## src/hw/wms_pkg.sv

```systemverilog
// package: timing constants and pin bundle for the reset supervisor
package wms_pkg;

	// reference clock
	localparam int unsigned CLK_PERIOD_NS      = 10;

	// reset hold period after the last source releases
	localparam int unsigned HOLD_PERIOD_NS     = 200_000_000;
	localparam int unsigned HOLD_CYCLES        = HOLD_PERIOD_NS / CLK_PERIOD_NS;

	// watchdog timeout period without a kick edge
	localparam int unsigned WD_TIMEOUT_NS      = 1_600_000_000;
	localparam int unsigned WD_CYCLES          = WD_TIMEOUT_NS / CLK_PERIOD_NS;

	// manual reset low pulses shorter than this are noise; a pulse just under
	// the limit can still span that many samples, so the filter wants one more
	localparam int unsigned MR_IGNORE_NS       = 100;
	localparam int unsigned MR_FILT_CYCLES     = (MR_IGNORE_NS - 1) / CLK_PERIOD_NS + 2;

	// shortest kick pulse that must be seen (longest time, round down, at least one)
	localparam int unsigned KICK_PULSE_NS      = 50;
	localparam int unsigned KICK_PULSE_CYCLES  = (KICK_PULSE_NS / CLK_PERIOD_NS) > 0 ?
	                                             (KICK_PULSE_NS / CLK_PERIOD_NS) : 1;

	// self-drive goes high for the last eighth of the timeout
	localparam int unsigned SELF_DRIVE_DEN     = 8;
	localparam int unsigned SELF_DRIVE_HIGH_NUM = 1;

	// reset values of the synchroniser stages: inactive levels
	localparam logic        MR_IDLE            = 1'h1;
	localparam logic        KICK_IDLE          = 1'h0;
	localparam logic        SUPPLY_IDLE        = 1'h0;

	// asynchronous pins, carried together through the synchroniser
	typedef struct packed {
		logic manual_reset_in_n;
		logic watchdog_kick_in;
		logic supply_low;
	} wms_pins_t;

	localparam wms_pins_t PINS_IDLE = '{manual_reset_in_n: MR_IDLE,
	                                    watchdog_kick_in:  KICK_IDLE,
	                                    supply_low:        SUPPLY_IDLE};

endpackage : wms_pkg

```

## src/hw/wms_supervisor.sv

```systemverilog
// module: reset supervisor with manual reset, watchdog and supply trip

// Notes on behaviour
// - manual reset input low asserts both reset outputs.
// - reset stays while manual input low, then one hold period after release.
// - an open manual reset input reads high, so never resets.
// - switch bounce on the manual input is absorbed internally.
// - no kick edge for one timeout period expires the watchdog and resets.
// - any reset or kick edge clears the watchdog counter; short pulses count.
// - while reset is asserted the watchdog counter stays at zero.
// - watchdog counter starts counting on the cycle reset releases.
// - an undriven or tri-stated kick line effectively disables the watchdog.
// - device weakly drives kick line low first 7/8, high last 1/8.
// - undriven, the self-drive clears the counter about every 7/8 timeout.
// - each watchdog, manual release or supply recovery reset lasts the hold period.
// - active-high reset is always the inverse of active-low reset.
// - supply trip asserts reset and restarts the hold timer.
// - manual reset low pulses under 100 ns are ignored.
module wms_supervisor
	import wms_pkg::*;
#(
	parameter int unsigned HOLD_LEN  = HOLD_CYCLES,
	parameter int unsigned WD_LEN    = WD_CYCLES,
	parameter int unsigned MR_FILT   = MR_FILT_CYCLES
) (
	input  wire logic clock_i,
	input  wire logic reset_i,
	input  wire logic manual_reset_in_n_i,
	input  wire logic watchdog_kick_in_i,
	input  wire logic supply_low_i,
	output logic      watchdog_kick_in_o,
	output logic      watchdog_kick_in_oe_o,
	output logic      reset_n_o,
	output logic      reset_o
);

	localparam int unsigned HW       = $clog2(HOLD_LEN + 1);
	localparam int unsigned WW       = $clog2(WD_LEN + 1);
	localparam int unsigned FW       = $clog2(MR_FILT + 1);
	localparam int unsigned SELF_HI  = WD_LEN - (WD_LEN * SELF_DRIVE_HIGH_NUM) / SELF_DRIVE_DEN;

	localparam logic [HW-1:0] HOLD_LOAD  = HOLD_LEN[HW-1:0];
	localparam logic [WW-1:0] WD_LAST    = WW'(WD_LEN - 1);
	localparam logic [WW-1:0] SELF_START = SELF_HI[WW-1:0];
	localparam logic [FW-1:0] FILT_LAST  = FW'(MR_FILT - 1);

	wms_pins_t       pins_meta;
	wms_pins_t       pins_sync;
	logic            kick_prev;
	logic            kick_edge;
	logic            mr_filt;
	logic [FW-1:0]   filt_cnt;
	logic [HW-1:0]   hold_cnt;
	logic [WW-1:0]   wd_cnt;
	logic            wd_expire;
	logic            trig;
	logic            next_reset;

	// two-flop synchroniser; only pins_sync is read by logic
	always_ff @(posedge clock_i) begin
		if (reset_i) begin
			pins_meta <= PINS_IDLE;
			pins_sync <= PINS_IDLE;
		end else begin
			pins_meta <= '{manual_reset_in_n: manual_reset_in_n_i,
			               watchdog_kick_in:  watchdog_kick_in_i,
			               supply_low:        supply_low_i};
			pins_sync <= pins_meta;
		end
	end

	// edge detector on the synchronised kick line, any direction
	always_ff @(posedge clock_i) begin
		if (reset_i) begin
			kick_prev <= KICK_IDLE;
		end else begin
			kick_prev <= pins_sync.watchdog_kick_in;
		end
	end

	assign kick_edge = pins_sync.watchdog_kick_in ^ kick_prev;

	// glitch filter: level must hold MR_FILT cycles before it is believed;
	// bounce keeps resetting the count, so a switch gives one clean reset
	always_ff @(posedge clock_i) begin
		if (reset_i) begin
			mr_filt  <= MR_IDLE;
			filt_cnt <= '0;
		end else if (pins_sync.manual_reset_in_n == mr_filt) begin
			filt_cnt <= '0;
		end else if (filt_cnt == FILT_LAST) begin
			mr_filt  <= pins_sync.manual_reset_in_n;
			filt_cnt <= '0;
		end else begin
			filt_cnt <= filt_cnt + FW'(1);
		end
	end

	// any active source; hold timer extends it after release
	assign wd_expire  = (wd_cnt == WD_LAST);
	assign trig       = pins_sync.supply_low | ~mr_filt | wd_expire;
	assign next_reset = trig | (hold_cnt != '0);

	// hold timer: reloaded while any source is active, counts down after
	always_ff @(posedge clock_i) begin
		if (reset_i) begin
			hold_cnt <= HOLD_LOAD; // power-on gets a full hold too
		end else if (trig) begin
			hold_cnt <= HOLD_LOAD;
		end else if (hold_cnt != '0) begin
			hold_cnt <= hold_cnt - HW'(1);
		end
	end

	// both reset outputs from flops fed by one value, so never skewed
	always_ff @(posedge clock_i) begin
		if (reset_i) begin
			reset_n_o <= 1'h0;
			reset_o   <= 1'h1;
		end else begin
			reset_n_o <= ~next_reset;
			reset_o   <= next_reset;
		end
	end

	// watchdog counter: zero while reset out is low, counts from its release
	always_ff @(posedge clock_i) begin
		if (reset_i) begin
			wd_cnt <= '0;
		end else if (~reset_n_o | kick_edge) begin
			wd_cnt <= '0;
		end else if (wd_cnt != WD_LAST) begin
			wd_cnt <= wd_cnt + WW'(1);
		end
	end

	// weak self-drive of the kick line from the counter: an open line thus
	// sees a low-high-low pulse near 7/8 of the timeout and never expires;
	// a stronger external driver simply overrides it
	always_ff @(posedge clock_i) begin
		if (reset_i) begin
			watchdog_kick_in_o    <= 1'h0;
			watchdog_kick_in_oe_o <= 1'h0;
		end else begin
			watchdog_kick_in_o    <= (wd_cnt >= SELF_START);
			watchdog_kick_in_oe_o <= 1'h1;
		end
	end
endmodule : wms_supervisor

```

## config.mk

```make
export PLATFORM = sky130hd
export DESIGN_NAME = wms_supervisor
export DESIGN_NICKNAME = d
export VERILOG_FILES = /design/src/hw/wms_pkg.sv /design/src/hw/wms_supervisor.sv
export SDC_FILE = /design/constraint.sdc
export NUM_CORES = 1
export LEC_CHECK = 0
export BUFFER_PORTS_ARGS = -buffer_cell sky130_fd_sc_hd__buf_2
export CAP_MARGIN = 5
export CORE_UTILIZATION = 25
export DETAILED_ROUTE_END_ITERATION = 10
export PLACE_DENSITY_LB_ADDON = 0.12
export REMOVE_ABC_BUFFERS = 1
export SYNTH_ARGS = -nofsm -noshare
export SYNTH_HDL_FRONTEND = slang
export SYNTH_SLANG_ARGS = --single-unit
```

## constraint.sdc

```tcl
create_clock -name clock_i -period 6.9 [get_ports clock_i]
set_input_delay 1.38 -clock clock_i [delete_from_list [all_inputs] [get_ports clock_i]]
set_output_delay 1.38 -clock clock_i [all_outputs]
set_load 0.02 [all_outputs]
```

==> Yosys cells after proc, flatten, opt, wreduce, memory -nomap -nowiden <==
Index checks and enable logic that the tools add are counted.
{ "classes": {"n_addsub": 3, "mul": 0, "div": 0, "n_lt_le_gt_ge": 1, "n_eq_ne": 4, "shift": 0, "mux": 1, "n_bitwise": 9, "reduce_logical": 5} }
{ "op_table": {"columns": ["cell", "count"], "rows": [
  ["28-bit by 1-bit adder with 28-bit output (second input constant)", 1],
  ["28-bit == test (second input constant)", 1],
  ["28-bit >= comparator (second input constant)", 1],
  ["28-bit inequality test (second input constant)", 1],
  ["25-bit nonzero test", 1],
  ["25-bit by 1-bit subtractor with 25-bit output (second input constant)", 1],
  ["4-bit by 1-bit adder with 4-bit output (second input constant)", 1],
  ["4-bit == test (second input constant)", 1],
  ["1-bit NOT", 4],
  ["1-bit bitwise OR", 4],
  ["2-bit OR reduction", 2],
  ["3-bit OR reduction", 1],
  ["2-bit AND reduction", 1],
  ["1-bit == test", 1],
  ["1-bit 2-to-1 mux", 1],
  ["1-bit bitwise XOR", 1]
]} }
{ "totals": {"register_bits": 69, "latch_bits": 0, "ramBits": 0, "mem_bits_ro": 0, "inputBits": 5, "output_inout_bits": 4, "word_cells": 38, "n_memories": 0} }

==> Depth between registers and ports, before layout <==
{ "depth": {"depth_word": 5, "ltp_mapped": 9, "mapped_depth_nobuf": 7} }

==> Worst setup path before layout <==
No wires, ideal clock.
{ "synth_timing": {"kind": "input-to-reg", "from": "input port reset_i", "to": "register reset_o", "setup_ns": 0.142, "t_arrival_ns": 2.825, "required_ns": 6.758, "path_slack_ns": 3.933, "path_stages": 3, "path_buffers": 1, "cell_sequence": "or4b_2 -> clkbuf_1 -> or4_2"} }
{ "synth_lines": {"columns": ["item", "line", "rtl"], "rows": [
  ["from (decl)", "wms_supervisor.sv:27", "input wire logic reset_i,"],
  ["to (signal assigned)", "wms_supervisor.sv:122", "reset_o <= next_reset;"],
  ["to (decl)", "wms_supervisor.sv:34", "output logic reset_o"]
]} }

==> Final worst setup path <==
{ "layout_timing": {"from": "register wd_cnt[1]", "to": "register reset_o"} }
{ "layout_between": {"elab_chain_len": 3} }
{ "layout_rtl": {"columns": ["item", "line", "rtl"], "rows": [
  ["from (decl)", "wms_supervisor.sv:54", "logic [WW-1:0] wd_cnt;"],
  ["from (signal assigned)", "wms_supervisor.sv:133", "wd_cnt <= wd_cnt + WW'(1);"],
  ["28-bit == test", "wms_supervisor.sv:100", "assign wd_expire = (wd_cnt == WD_LAST);"],
  ["1-bit bitwise OR", "wms_supervisor.sv:101", "assign trig = pins_sync.supply_low | ~mr_filt | wd_expire;"],
  ["1-bit bitwise OR", "wms_supervisor.sv:102", "assign next_reset = trig | (hold_cnt != '0);"]
]} }
No other way between the ends.
A chain may end at the register's enable or synchronous reset.

==> impl_metrics.toml <==
[final_layout]
most-common-layout-cells = "sky130_fd_sc_hd__dfxtp_1, sky130_fd_sc_hd__nor2_1, sky130_fd_sc_hd__nand2_1"
leading_cell_type_in_the_layout_fill_and_taps_excluded = "sky130_fd_sc_hd__dfxtp_1"
antennaDiodeCount = 0
multi_input_comb_area_um2 = 1610
n_fill_cell = 1306
register_area_um2 = 1380
final_stage_net_count = 378
post_route_cells_drive_above_1_share_pct = 9.92
syn2layout_area_growth_pct = 15.8

[detailed_routing]
via_per_inst = 4.81
ant_nets = 0
avgRoutedWirePerCell_um = 13.0
drtPass1Iterations = 4
drc_errors = 0
dr_total_vias = 2501
detail_route.wirelength_um = 6740
drt_first_iter_violations = 83

[floorplan]
num_rows = 40
initial_utilization_pct = 25.6
design.core.area_um2 = 12000
dieArea_um2 = 12700
dieHeight_um = 113
chipWidth_um = 113
ios = 9

[worst_setup_path]
required_ns = 7.10
worst-setup-path-type = "reg2reg"
highest_fanout_seen_on_the_critical_path = 22
worstPathCellList = "ha_1, nand3_1, nor2_1, and4_1, or4b_2, or4_2"
category_of_the_worst_setup_path_capture_point = "register"
setup.worst_path.start_class = "register"
critical-path-max-stage-delay_ns = 0.94
worst_path_max_delay_cell = "sky130_fd_sc_hd__or4b_2"
arrival_ns = 3.18

[cts]
clock_sink_count = 69
cts_repair_resize_count = 0
postCtsHoldBufs = 0
ctsLongestPathBuffers = 2
clock_latency_ns = 0.33
cts.reportedPaths.clkPinSlew_ns = 0.05
htree_levels = 3
tritoncts = "done"
cts.repair_timing.setup_buffer_count = 0
clk_root_buffer_cell = "sky130_fd_sc_hd__clkbuf_16"
cts_buffers = 9

[global_route]
grtUsageTotal_pct = 11.9
grt_first_pass_wirelength_um = 11800
globalRouteOverflowTotal = 0
grt_max_degree = 27
antenna_found_initial = 0
grt_pass1_vias = 2398

[synth]
synthesis.area_um2 = 3070
synthDistinctLibCells = 42
seq_cells_post_synth = 69
ys.flop_type = "sky130_fd_sc_hd__dfxtp_1"
syn_area_per_cell_um2 = 8.59
synthesis.yosys.warnings = 0
synth-seq-area-share_pct = 44.9
postSynth.asyncResetShare_pct = 0
synth_cells = 358
synth_edf_count = 0

[sta]
slew_headroom_pct = 28.5
layout_worst_path_cycle_share_pct = 43.1
final.setup_skew_ns = 0.00603
final.min_clock_period_ns = 2.98
rsz0062_at_grt = "no"
setup_total_negative_slack_ns = 0
final_critical_path_setup_slack_ns = 3.92
fmax_mhz = 336
worst_pin_slew_ns = 1.07
hold_viol = 0
timing.final.setup_violations = 0
finalMaxSlewViolations = 0

[placement]
placement.setup.worst_slack_ns = 3.58
port_buffers = 8
place.gp.congestion = 0.697
dpl.hpwl_um = 4580

[flow_run]
max_cap_violations = 0

[power]
peakVddDrop_mv = 0.0864
p_leak_nw = 1.20
pwr_density_cell_nw_per_um2 = 266

[worst_hold_path]
hold_class = "reg2reg"

[run_status]
run_status = "complete, no violations"
[kinds of logic (layout without fill, tap and decap cells)]
logic type | Yosys count | count (layout) | share of synthesized area, %
mux | 3 | 3 | 0.977
xor+xnor | 30 | 30 | 8.55
flops | 69 | 69 | 44.9
buf+inv | 20 | 35 | 2.69
simple gates | 178 | 178 | 30.5
compound gates | 53 | 53 | 10.3
fa+ha+maj | 5 | 5 | 2.04
[routing by layer]
metal | wire (um) | global-route usage [%]
met1 | 3390 | 15.2
met2 | 2920 | 18.0
met3 | 285 | 4.28
met4 | 137 | 5.53
met5 | 0 | 0
[synthesized netlist by cell type, types with 8 or more instances]
cell type | instances | area share [%]
sky130_fd_sc_hd__dfxtp_1 | 69 | 45
sky130_fd_sc_hd__nand4_1 | 10 | 2.0
sky130_fd_sc_hd__a21oi_1 | 18 | 2.9
sky130_fd_sc_hd__nor3_1 | 8 | 1.3
sky130_fd_sc_hd__nand3_1 | 18 | 2.9
sky130_fd_sc_hd__nand2_1 | 29 | 3.5
sky130_fd_sc_hd__clkbuf_1 | 10 | 1.2
sky130_fd_sc_hd__nor2_1 | 49 | 6.0
sky130_fd_sc_hd__nor4_1 | 9 | 1.8
sky130_fd_sc_hd__xnor2_1 | 9 | 2.6
sky130_fd_sc_hd__or3_1 | 16 | 3.3
sky130_fd_sc_hd__o21ai_0 | 20 | 3.3
sky130_fd_sc_hd__xor2_1 | 21 | 6.0
[critical path: cells and delay by family, from the launching register on]
kind	cells	cell delay, ns
fa+ha+maj	1	0.20
simple gates	5	2.30
flops	1	0.34
[worst paths after layout]
kind	startpoint	end	slack, ns	depth (start not counted)
hold / removal	pins_meta[2]$_SDFF_PP1_	pins_sync[2]$_SDFF_PP1_	0.41	1
setup / recovery	wd_cnt[1]$_SDFFE_PP0P_	reset_o$_SDFF_PP1_	3.92	6
hold reg to reg	pins_meta[2]$_SDFF_PP1_	pins_sync[2]$_SDFF_PP1_	0.41	1
setup reg to reg	wd_cnt[1]$_SDFFE_PP0P_	reset_o$_SDFF_PP1_	3.92	6
[report_power, final]
| group | total (mW) | switching (mW) | internal (mW) |
|---|---|---|---|
| combinational | 0.0678 | 0.0404 | 0.0274 |
| clock | 0.452 | 0.162 | 0.290 |
| sequential | 0.426 | 0.0133 | 0.413 |
| total | 0.946 | 0.215 | 0.731 |
[stage by stage]
step / power [mW] / std cells / util (%) / hold slack (ns) / cell area (um^2)
2_1_floorplan: 0.484 / 345 / - / 0.389 / 3020
5_1_grt: 0.996 / 520 / 29.6 / 0.437 / 3560
3_5_place_dp: 0.503 / 504 / 27.2 / 0.399 / 3270
6_report: 0.946 / 520 / 29.6 / 0.407 / 3560
3_3_place_gp: 0.503 / 504 / 27.2 / 0.399 / 3270
4_1_cts: 0.965 / 520 / 29.6 / 0.409 / 3560
[sequential cells by signal (all words and copies together), names as in the netlist]
| register | cells |
|---|---|
| pins_sync | 3 |
| pins_meta | 3 |
| reset_n_o | 1 |
| hold_cnt | 25 |
| wd_cnt | 28 |
| mr_filt | 1 |
| watchdog_kick_in_oe_o | 1 |
| watchdog_kick_in_o | 1 |
| reset_o | 1 |
| kick_prev | 1 |
| filt_cnt | 4 |
[cell type report]
cell class | instances | area share (%)
multi-input cells | 269 | 45.2
flip-flops and latches | 69 | 38.8
clock buffers | 15 | 7.24
well taps | 147 | 5.17
repair buffers | 12 | 1.97
clock inverters | 1 | 0.844
inverters | 7 | 0.738
Note: power is estimated with default switching activity, not from simulation.
